--- src/design/gpio_pkg.sv ---
// Constants, types and reset values for the GPIO pin function block
// ----------------------------------------------------------------------
// Operation
// The logic is split into eight identical port blocks, A to H.
// A GPIO output pin can change its level every two clock cycles.
// Every pin interrupt has its own mask, apart from its detection.
// Edge detection fires on rising, falling or both edges by choice.
// Detection may instead be level based, on high or on low input.
// Address lines give a bit mask for data reads and data writes.
// Port events can raise a trigger that starts an ADC sequence.
// Drive is 2, 4 or 8 mA per pin; 18 mA is held to four pads.
// Isolated analog input needs digital enable clear, analog set.
// Comparator pins go analog just by clearing digital enable.
// A peripheral is routed only with alt select, digital enable, code.
// Function select is held and applied for each pin on its own.
// After reset pins are GPIO, tri-stated, pulls off, mux code zero.
// Serial, UART and two-wire pins reset as alternate, code 0x1.
// The four debug pins reset alternate, pulled up, code 0x3.
// Power-on reset and the reset pin both restore the defaults.
// With alt select clear, pin drive comes from GPIO data and dir.
// ----------------------------------------------------------------------
package gpio_pkg;
    localparam int NPORT    = 8;
    localparam int NPIN     = 8;
    localparam int CODE_W   = 4;
    localparam int ADDR_W   = 15;
    localparam int DATA_W   = 32;
    localparam int PORT_LSB = 12;
    localparam int MASK_LSB = 2;

    localparam logic [6:0] MAX_HI_DRIVE = 7'h04;

    // Byte offsets inside one port window
    localparam logic [11:0] OFF_DIR    = 12'h400;
    localparam logic [11:0] OFF_SENSE  = 12'h404;
    localparam logic [11:0] OFF_BOTH   = 12'h408;
    localparam logic [11:0] OFF_EVSEL  = 12'h40c;
    localparam logic [11:0] OFF_MASK   = 12'h410;
    localparam logic [11:0] OFF_STATUS = 12'h414;
    localparam logic [11:0] OFF_MSTAT  = 12'h418;
    localparam logic [11:0] OFF_AFSEL  = 12'h420;
    localparam logic [11:0] OFF_DRIVE  = 12'h500;
    localparam logic [11:0] OFF_ODR    = 12'h50c;
    localparam logic [11:0] OFF_PUR    = 12'h510;
    localparam logic [11:0] OFF_PDR    = 12'h514;
    localparam logic [11:0] OFF_SLR    = 12'h518;
    localparam logic [11:0] OFF_DEN    = 12'h51c;
    localparam logic [11:0] OFF_ANALOG_MODE_SELECT_BIT  = 12'h528;
    localparam logic [11:0] OFF_PCTL   = 12'h52c;
    localparam logic [11:0] OFF_ADCEN  = 12'h530;

    typedef enum logic [1:0] {
        DRV_2MA,
        DRV_4MA,
        DRV_8MA,
        DRV_18MA
    } drv_e;

    typedef struct packed {
        logic pull_up;
        logic pull_down;
        logic open_drain;
        logic slew_ctl;
        drv_e drive;
        logic iso_analog;
        logic direct_analog;
    } pad_cfg_s;

    typedef logic [NPORT-1:0][NPIN-1:0]             pin_map_t;
    typedef drv_e [NPORT-1:0][NPIN-1:0]             drv_map_t;
    typedef logic [NPORT-1:0][NPIN-1:0][CODE_W-1:0] code_map_t;
    typedef pad_cfg_s [NPORT-1:0][NPIN-1:0]         pad_map_t;

    localparam logic [CODE_W-1:0] MUX_SERIAL = 4'h1;
    localparam logic [CODE_W-1:0] MUX_DEBUG  = 4'h3;

    localparam pin_map_t AFSEL_RST = 64'h0000_0000_000f_0c3f;
    localparam pin_map_t DEN_RST   = AFSEL_RST;
    localparam pin_map_t PUR_RST   = 64'h0000_0000_000f_0000;

    // Debug pins are the only pulled-up defaults, so they pick the code
    function automatic code_map_t pctl_reset();
        code_map_t c;
        c = '0;
        for (int p = 0; p < NPORT; p++) begin
            for (int i = 0; i < NPIN; i++) begin
                if (AFSEL_RST[p][i]) begin
                    c[p][i] = PUR_RST[p][i] ? MUX_DEBUG : MUX_SERIAL;
                end
            end
        end
        return c;
    endfunction

    localparam code_map_t PCTL_RST = pctl_reset();
endpackage

--- src/design/gpio_pin_function_config.sv ---
// Eight-port GPIO block: registers, pin function mux, pads, interrupts
module gpio_pin_function_config (
    input  wire logic                          clk,
    input  wire logic                          sys_rst,
    input  wire logic [gpio_pkg::ADDR_W-1:0]   bus_addr,
    input  wire logic [gpio_pkg::DATA_W-1:0]   bus_wdata,
    input  wire logic                          bus_wr,
    input  wire logic                          bus_rd,
    output logic      [gpio_pkg::DATA_W-1:0]   bus_rdata,
    input  wire gpio_pkg::pin_map_t            pin_in,
    output gpio_pkg::pin_map_t                 pin_out,
    output gpio_pkg::pin_map_t                 pin_oe,
    input  wire gpio_pkg::pin_map_t            alt_out,
    input  wire gpio_pkg::pin_map_t            alt_oe,
    output gpio_pkg::pin_map_t                 periph_in,
    output gpio_pkg::code_map_t                alt_code,
    output gpio_pkg::pad_map_t                 pad_cfg,
    output logic                               irq,
    output logic                               adc_trig
);
    typedef struct packed {
        gpio_pkg::pin_map_t  data;
        gpio_pkg::pin_map_t  dir;
        gpio_pkg::pin_map_t  sense;
        gpio_pkg::pin_map_t  both;
        gpio_pkg::pin_map_t  evsel;
        gpio_pkg::pin_map_t  mask;
        gpio_pkg::pin_map_t  status;
        gpio_pkg::pin_map_t  afsel;
        gpio_pkg::pin_map_t  digital_enable_bit;
        gpio_pkg::pin_map_t  analog_mode_select_bit;
        gpio_pkg::pin_map_t  pur;
        gpio_pkg::pin_map_t  pdr;
        gpio_pkg::pin_map_t  odr;
        gpio_pkg::pin_map_t  slr;
        gpio_pkg::pin_map_t  adcen;
        gpio_pkg::pin_map_t  pin_out;
        gpio_pkg::pin_map_t  pin_oe;
        gpio_pkg::drv_map_t  drive;
        gpio_pkg::code_map_t code;
        logic [31:0]         rdata;
        logic                adc_trig;
    } state_s;

    // ------------------------------------------------------------------
    // Reset image
    // ------------------------------------------------------------------
    function automatic state_s reset_state();
        state_s s;
        s       = '0;
        // all other fields clear, pins tri-stated
        // serial pins alternate with code 0x1
        s.afsel = gpio_pkg::AFSEL_RST;
        s.digital_enable_bit   = gpio_pkg::DEN_RST;
        // debug pins pulled up with code 0x3
        s.pur   = gpio_pkg::PUR_RST;
        s.code  = gpio_pkg::PCTL_RST;
        return s;
    endfunction

    localparam state_s RST_STATE = reset_state();

    state_s              s_r;
    state_s              s_nxt;
    gpio_pkg::pin_map_t  din;
    gpio_pkg::pin_map_t  evt;
    logic [2:0]          port_idx;
    logic [11:0]         off;
    logic [7:0]          bmask;
    logic [7:0]          wbyte;
    logic [7:0]          rbyte;
    logic [6:0]          hi_cnt;
    gpio_pkg::drv_e      new_drv;
    logic                out_b;
    logic                oe_b;

    assign port_idx = bus_addr[gpio_pkg::ADDR_W-1:gpio_pkg::PORT_LSB];
    assign off      = bus_addr[gpio_pkg::PORT_LSB-1:0];
    assign bmask    = bus_addr[gpio_pkg::MASK_LSB+7:gpio_pkg::MASK_LSB];
    assign wbyte    = bus_wdata[7:0];

    // Only digital-enabled pins feed peripherals and event logic
    assign din = pin_in & s_r.digital_enable_bit;

    // ------------------------------------------------------------------
    // Per-port event detectors
    // ------------------------------------------------------------------
    // one detector block per port
    for (genvar p = 0; p < gpio_pkg::NPORT; p++) begin : g_port
        gpio_irq_detect #(
            .NPIN (gpio_pkg::NPIN)
        ) u_detect (
            .clk      (clk),
            .sys_rst  (sys_rst),
            .level_in (din[p]),
            .sense    (s_r.sense[p]),
            .both     (s_r.both[p]),
            .evsel    (s_r.evsel[p]),
            .evt      (evt[p])
        );
    end

    // ------------------------------------------------------------------
    // Next-state logic
    // ------------------------------------------------------------------
    always_comb begin
        s_nxt   = s_r;
        rbyte   = 8'h00;
        hi_cnt  = 7'h00;
        new_drv = gpio_pkg::DRV_2MA;
        out_b   = 1'b0;
        oe_b    = 1'b0;

        for (int p = 0; p < gpio_pkg::NPORT; p++) begin
            for (int i = 0; i < gpio_pkg::NPIN; i++) begin
                if (s_r.drive[p][i] == gpio_pkg::DRV_18MA) begin
                    hi_cnt = hi_cnt + 7'h01;
                end
            end
        end

        // Register writes
        if (bus_wr) begin
            if (off < gpio_pkg::OFF_DIR) begin
                // only address-selected bits change
                // new level reaches the pin two edges later
                s_nxt.data[port_idx] = (s_r.data[port_idx] & ~bmask) |
                                       (wbyte & bmask);
            end else begin
                case (off)
                    gpio_pkg::OFF_DIR: begin
                        s_nxt.dir[port_idx] = wbyte;
                    end
                    gpio_pkg::OFF_SENSE: begin
                        s_nxt.sense[port_idx] = wbyte;
                    end
                    gpio_pkg::OFF_BOTH: begin
                        s_nxt.both[port_idx] = wbyte;
                    end
                    gpio_pkg::OFF_EVSEL: begin
                        s_nxt.evsel[port_idx] = wbyte;
                    end
                    gpio_pkg::OFF_MASK: begin
                        s_nxt.mask[port_idx] = wbyte;
                    end
                    gpio_pkg::OFF_STATUS: begin
                        s_nxt.status[port_idx] = s_r.status[port_idx] &
                                                 ~wbyte;
                    end
                    gpio_pkg::OFF_AFSEL: begin
                        s_nxt.afsel[port_idx] = wbyte;
                    end
                    gpio_pkg::OFF_DRIVE: begin
                        // Lowered pins free their slot in the same write
                        for (int i = 0; i < gpio_pkg::NPIN; i++) begin
                            new_drv = gpio_pkg::drv_e'(bus_wdata[2*i +: 2]);
                            if (s_r.drive[port_idx][i] ==
                                gpio_pkg::DRV_18MA &&
                                new_drv != gpio_pkg::DRV_18MA) begin
                                hi_cnt = hi_cnt - 7'h01;
                            end
                        end
                        // refuse an 18 mA pad beyond the limit
                        for (int i = 0; i < gpio_pkg::NPIN; i++) begin
                            new_drv = gpio_pkg::drv_e'(bus_wdata[2*i +: 2]);
                            if (new_drv != gpio_pkg::DRV_18MA) begin
                                s_nxt.drive[port_idx][i] = new_drv;
                            end else if (s_r.drive[port_idx][i] ==
                                         gpio_pkg::DRV_18MA) begin
                                s_nxt.drive[port_idx][i] = new_drv;
                            end else if (hi_cnt <
                                         gpio_pkg::MAX_HI_DRIVE) begin
                                s_nxt.drive[port_idx][i] = new_drv;
                                hi_cnt = hi_cnt + 7'h01;
                            end
                        end
                    end
                    gpio_pkg::OFF_ODR: begin
                        s_nxt.odr[port_idx] = wbyte;
                    end
                    gpio_pkg::OFF_PUR: begin
                        s_nxt.pur[port_idx] = wbyte;
                    end
                    gpio_pkg::OFF_PDR: begin
                        s_nxt.pdr[port_idx] = wbyte;
                    end
                    gpio_pkg::OFF_SLR: begin
                        s_nxt.slr[port_idx] = wbyte;
                    end
                    gpio_pkg::OFF_DEN: begin
                        s_nxt.digital_enable_bit[port_idx] = wbyte;
                    end
                    gpio_pkg::OFF_ANALOG_MODE_SELECT_BIT: begin
                        s_nxt.analog_mode_select_bit[port_idx] = wbyte;
                    end
                    gpio_pkg::OFF_PCTL: begin
                        // one code field per pin
                        s_nxt.code[port_idx] = bus_wdata;
                    end
                    gpio_pkg::OFF_ADCEN: begin
                        s_nxt.adcen[port_idx] = wbyte;
                    end
                    default: begin
                    end
                endcase
            end
        end

        // Set beats a same-cycle clear, so no event is lost
        s_nxt.status = s_nxt.status | evt;

        // any enabled pin event starts the converter
        s_nxt.adc_trig = |(evt & s_r.adcen);

        // Register reads; data stands for one cycle only
        if (bus_rd) begin
            if (off < gpio_pkg::OFF_DIR) begin
                // unselected bits read as zero
                rbyte = ((s_r.dir[port_idx] & s_r.data[port_idx]) |
                         (~s_r.dir[port_idx] & din[port_idx])) & bmask;
                s_nxt.rdata = {24'h000000, rbyte};
            end else begin
                case (off)
                    gpio_pkg::OFF_DIR:
                        s_nxt.rdata = {24'h000000, s_r.dir[port_idx]};
                    gpio_pkg::OFF_SENSE:
                        s_nxt.rdata = {24'h000000, s_r.sense[port_idx]};
                    gpio_pkg::OFF_BOTH:
                        s_nxt.rdata = {24'h000000, s_r.both[port_idx]};
                    gpio_pkg::OFF_EVSEL:
                        s_nxt.rdata = {24'h000000, s_r.evsel[port_idx]};
                    gpio_pkg::OFF_MASK:
                        s_nxt.rdata = {24'h000000, s_r.mask[port_idx]};
                    gpio_pkg::OFF_STATUS:
                        s_nxt.rdata = {24'h000000, s_r.status[port_idx]};
                    gpio_pkg::OFF_MSTAT:
                        s_nxt.rdata = {24'h000000, s_r.status[port_idx] &
                                                   s_r.mask[port_idx]};
                    gpio_pkg::OFF_AFSEL:
                        s_nxt.rdata = {24'h000000, s_r.afsel[port_idx]};
                    gpio_pkg::OFF_DRIVE:
                        s_nxt.rdata = {16'h0000, s_r.drive[port_idx]};
                    gpio_pkg::OFF_ODR:
                        s_nxt.rdata = {24'h000000, s_r.odr[port_idx]};
                    gpio_pkg::OFF_PUR:
                        s_nxt.rdata = {24'h000000, s_r.pur[port_idx]};
                    gpio_pkg::OFF_PDR:
                        s_nxt.rdata = {24'h000000, s_r.pdr[port_idx]};
                    gpio_pkg::OFF_SLR:
                        s_nxt.rdata = {24'h000000, s_r.slr[port_idx]};
                    gpio_pkg::OFF_DEN:
                        s_nxt.rdata = {24'h000000, s_r.digital_enable_bit[port_idx]};
                    gpio_pkg::OFF_ANALOG_MODE_SELECT_BIT:
                        s_nxt.rdata = {24'h000000, s_r.analog_mode_select_bit[port_idx]};
                    gpio_pkg::OFF_PCTL:
                        s_nxt.rdata = s_r.code[port_idx];
                    gpio_pkg::OFF_ADCEN:
                        s_nxt.rdata = {24'h000000, s_r.adcen[port_idx]};
                    default:
                        s_nxt.rdata = 32'h0000_0000;
                endcase
            end
        end else begin
            s_nxt.rdata = 32'h0000_0000;
        end

        // Pin drive path
        for (int p = 0; p < gpio_pkg::NPORT; p++) begin
            for (int i = 0; i < gpio_pkg::NPIN; i++) begin
                // GPIO data and direction unless alternate
                // peripheral drive needs alternate select
                out_b = s_r.afsel[p][i] ? alt_out[p][i] : s_r.data[p][i];
                oe_b  = s_r.afsel[p][i] ? alt_oe[p][i] : s_r.dir[p][i];
                // Open drain only ever pulls low
                if (s_r.odr[p][i]) begin
                    oe_b  = oe_b & ~out_b;
                    out_b = 1'b0;
                end
                s_nxt.pin_out[p][i] = out_b;
                // no drive without digital enable
                s_nxt.pin_oe[p][i]  = oe_b & s_r.digital_enable_bit[p][i];
            end
        end
    end

    // ------------------------------------------------------------------
    // State register
    // ------------------------------------------------------------------
    always_ff @(posedge clk or posedge sys_rst) begin
        // one reset serves power-on and the reset pin
        if (sys_rst) begin
            s_r <= RST_STATE;
        end else begin
            s_r <= s_nxt;
        end
    end

    // ------------------------------------------------------------------
    // Outputs
    // ------------------------------------------------------------------
    always_comb begin
        for (int p = 0; p < gpio_pkg::NPORT; p++) begin
            for (int i = 0; i < gpio_pkg::NPIN; i++) begin
                // code reaches peripherals only when fully selected
                alt_code[p][i] = (s_r.afsel[p][i] & s_r.digital_enable_bit[p][i]) ?
                                 s_r.code[p][i] : 4'h0;
                pad_cfg[p][i].pull_up       = s_r.pur[p][i];
                pad_cfg[p][i].pull_down     = s_r.pdr[p][i];
                pad_cfg[p][i].open_drain    = s_r.odr[p][i];
                // Slew control only applies at 8 mA
                pad_cfg[p][i].slew_ctl      = s_r.slr[p][i] &
                    (s_r.drive[p][i] == gpio_pkg::DRV_8MA);
                pad_cfg[p][i].drive         = s_r.drive[p][i];
                // isolated analog path
                pad_cfg[p][i].iso_analog    = ~s_r.digital_enable_bit[p][i] &
                                              s_r.analog_mode_select_bit[p][i];
                // comparator path needs digital enable clear only
                pad_cfg[p][i].direct_analog = ~s_r.digital_enable_bit[p][i];
            end
        end
    end

    assign periph_in = din;
    assign pin_out   = s_r.pin_out;
    assign pin_oe    = s_r.pin_oe;
    assign bus_rdata = s_r.rdata;
    assign adc_trig  = s_r.adc_trig;
    // mask gates status onto the interrupt line
    assign irq       = |(s_r.status & s_r.mask);
endmodule

--- src/design/gpio_irq_detect.sv ---
// Edge and level event detection for the pins of one port
module gpio_irq_detect #(
    parameter int NPIN = 8
) (
    input  wire logic            clk,
    input  wire logic            sys_rst,
    input  wire logic [NPIN-1:0] level_in,
    input  wire logic [NPIN-1:0] sense,
    input  wire logic [NPIN-1:0] both,
    input  wire logic [NPIN-1:0] evsel,
    output logic      [NPIN-1:0] evt
);
    typedef struct packed {
        logic [NPIN-1:0] prev;
    } state_s;

    state_s s_r;
    state_s s_nxt;
    logic [NPIN-1:0] rise;
    logic [NPIN-1:0] fall;
    logic [NPIN-1:0] edge_hit;
    logic [NPIN-1:0] level_hit;

    always_comb begin
        s_nxt.prev = level_in;
        rise       = level_in & ~s_r.prev;
        fall       = ~level_in & s_r.prev;
        // edge choice
        edge_hit   = (both & (rise | fall)) |
                     (~both & evsel & rise) |
                     (~both & ~evsel & fall);
        // level choice
        level_hit  = (evsel & level_in) | (~evsel & ~level_in);
        evt        = (sense & level_hit) | (~sense & edge_hit);
    end

    always_ff @(posedge clk or posedge sys_rst) begin
        if (sys_rst) begin
            s_r <= '0;
        end else begin
            s_r <= s_nxt;
        end
    end
endmodule

--- config.mk ---
export PLATFORM = sky130hd
export DESIGN_NAME = gpio_pin_function_config
export DESIGN_NICKNAME = d
export VERILOG_FILES = /design/src/design/gpio_pkg.sv /design/src/design/gpio_pin_function_config.sv /design/src/design/gpio_irq_detect.sv
export SDC_FILE = /design/constraint.sdc
export NUM_CORES = 2
export LEC_CHECK = 0
export ABC_AREA = 1
export BUFFER_PORTS_ARGS = -buffer_cell sky130_fd_sc_hd__clkbuf_2
export CORE_UTILIZATION = 40
export CTS_CLUSTER_DIAMETER = 30
export CTS_CLUSTER_SIZE = 16
export DETAILED_ROUTE_END_ITERATION = 12
export PLACE_DENSITY_LB_ADDON = 0.1
export SLEW_MARGIN = 30
export SYNTH_ARGS = -nofsm -noshare
export SYNTH_HDL_FRONTEND = slang
export SYNTH_SLANG_ARGS = --single-unit
--- constraint.sdc ---
create_clock -name clk -period 68.6 [get_ports clk]
set_input_delay 13.72 -clock clk [delete_from_list [all_inputs] [get_ports clk]]
set_output_delay 13.72 -clock clk [all_outputs]
set_load 0.005 [all_outputs]
==> summary.md <==
| Metric | Value |
|---|---|
| Outcome | completed |
| Post-synth top cells | nand2_1, inv_1, dfrtp_1 |
| Die H | 485 µm |
| Reg2reg setup slack | 30.74 ns |
| CP arrival | 38.66 ns |
| H-tree levels | 5 |
| Gate Count Post-Synth | 12300 |
| Max VDD drop | 0.0243 mV |
| Setup TNS Final | 0 ns |
| Post-layout nets | 13600 |
| Setup bufs post-CTS | 0 |
| Yosys cell types | 71 |
| Post-CTS sizing | 0 |
| Async SR Flop Fraction | 1.00 |
| Worst slack, placed | 31.24 ns |
| Layout Cells excl Fill | 16600 |
| Routed wire length | 554 mm |
| Final setup margin | 30.74 ns |
| Most common cell in the netlist | nand2_1 |
| Final ANT Viol Nets | 0 |
| Skew final | 0.102 ns |
| Core area | 231000 µm² |
| CTS tree | yes |
| Max_cap viols | 0 |
| Layout fillers | 22600 |
| Post-route minimum period | 37.86 ns |
| Top cell type's share of synthesized area | 0.409 |
| HP Class | flop to flop |
| Layout cells sized above 1 | 0.213 |
| Worst slew pin tran | 1.21 ns |
| Synth warnings | 0 |
| Vias in the first global route | 92500 |
| Clock Tree Root | clkbuf_16 |
| Netlist area before placement | 93200 µm² |
| PD cells | 28.4 nW/µm² |
| Critical Path End Type | flop |
| Port Buffers | 1236 |
| RD Place Congestion | 1.05 |
| Vias/cell | 5.96 |
| Crit-path max cell delay | 0.52 ns |
| Yosys reg bits | 1569 |
| 1st-iter DRT viols | 13500 |
| Register Area | 39300 µm² |
| Std-Cell Rows | 176 |
| Worst skew pair latency | 1.05 ns |
| DR DRC count | 0 |
| Die X | 485 µm |
| CP required | 69.40 ns |
| Placed Cells | 15800 |
| Post-Syn Nets | 12700 |
| CTS Buf Count | 431 |
| GRT overflow | 0 |
| Vias | 98900 |
| Setup crit start kind | flop |
| Worst-path clk slew | 0.05 ns |
| Critical path class | flop to flop |
| Avg Cell Area, Syn | 7.58 µm² |
| Sequential share of the synthesized area | 0.422 |
| Leakage | 55.9 nW |
| Antenna violations before repair | 87 |
| Top cells by area, synth | dfrtp_1, nand2_1, o21ai_0 |
| Clk sink count | 1569 |
| Period utilisation layout | 0.552 |
| Max Slew Vio Count | 0 |
| Dpl hpwl | 422 mm |
| Slew margin rel. | 0.189 |
| Final setup fails | 0 |
| IO Pins | 1237 |
| Die ar. | 235000 µm² |
| Post-layout power | 3.27 mW |
| Largest net degree at the start of global routing | 150 |
| CTS Buffer Depth | 4 |
| Yosys top cell by area | dfrtp_1 |
| First-pass GRT wire length | 750 mm |
| Final Hold Viols | 0 |
| Ys flop type | dfrtp_1 |
| Starting Density | 0.404 |
| Hold buffers post-CTS | 0 |
| Growth of design area from synthesis to finish | 23.3% |
| Hold WS | 0.479 ns |
| Cell repeated most along the worst path | nand2_1 |
| Multi-input gate area | 42800 µm² |
| Worst Path Max Fanout | 8 |
| CP max-delay cell | a21oi_4 |
| GRT Overall Usage | 0.459 |
| FMAX | 26.4 MHz |
| WL/cell | 33.4 µm |
| Unrepaired setup endpoints after global routing | false |
| Post-synth EDFFs | 0 |
| Pre-antenna DRT Iters | 7 |
[worst paths after layout]
| kind | startpoint | to | depth (start not counted) |
|---|---|---|---|
| worst min-delay path | s_r[139] | s_r[139] | 2 |
| max in group asynchronous | sys_rst | s_r[1363] | 8 |
| worst min register to register | s_r[139] | s_r[139] | 2 |
| min in group asynchronous | sys_rst | pin_out[55] | 2 |
| worst max register to register | pad_cfg[3] | pad_cfg[115] | 259 |
| worst max-delay path | pad_cfg[3] | pad_cfg[115] | 259 |
[final cells by class]
type                    count  share of cell area
flip-flops and latches   1569               0.342
diodes                     39            0.000849
inverters                1602              0.0528
repair buffers           1404              0.0663
multi-input cells        8184               0.372
well taps                3026              0.0329
clock inverters           231              0.0289
clock buffers             552               0.104
[stage by stage]
stage	utilization	area, µm²
after global routing	0.498	115000
after floorplan	-	93200
after CTS	0.497	115000
after global placement	0.430	99300
final	0.498	115000
after detailed placement	0.431	99500
[power by group]
| group | internal (mW) | leakage (nW) | switching [mW] |
|---|---|---|---|
| Combinational | 0.0387 | 27.0 | 0.142 |
| Clock | 1.49 | 7.42 | 0.639 |
| Sequential | 0.944 | 21.5 | 0.0163 |
| Total | 2.47 | 55.9 | 0.797 |
[critical path: cells and delay by family (launching register included)]
family,cells,cell delay (ns)
XOR/XNOR,2,0.36
AND/OR/NAND/NOR,162,19.77
AO/OA/AOI/OAI,24,5.01
flip-flops,1,0.41
buffers and inverters,32,1.99
adder cells (fa/ha/maj),39,10.08
[flip-flops by register name (all words and copies together), names as in the netlist]
register             count
bus_rdata               32
pin_out                 64
pad_cfg                320
s_r                   1024
pin_oe                  64
adc_trig                 1
g_port.u_detect.s_r     64
[cell families (layout without fill, tap and decap cells)]
family	Yosys count	count (layout)	share of synthesized area
flops	1569	1569	0.422
buf+inv	2541	3789	0.123
compound gates	2499	2499	0.154
xor+xnor	13	13	0.00122
other cells	0	39	0
mux	124	124	0.0134
fa+ha+maj	204	204	0.0274
simple gates	5344	5344	0.258
[per-layer routing]
metal	track usage	vias up	part of all wire
li1	-	41900	-
met1	0.571	48100	0.38
met2	0.650	7111	0.41
met3	0.148	1778	0.12
met4	0.369	44	0.095
met5	0	-	0.00061
[placed cells by master (no fill, tap or decap), types with 72 or more instances in the layout]
master	netlist	final
nand2_1	2920	2904
inv_1	1559	1546
dfrtp_1	1525	1523
o21ai_0	1465	1458
clkbuf_2	0	1236
nor2_1	946	936
nand3_1	580	580
clkbuf_16	0	433
o22ai_1	409	409
nand2_2	254	264
ha_1	204	204
a21oi_1	185	185
nand3_2	155	155
buf_4	488	143
mux2i_1	121	121
nor3_1	119	116
a221oi_1	119	116
bufinv_16	0	72
clkinv_2	0	72
(Power assumes the default switching activity.)
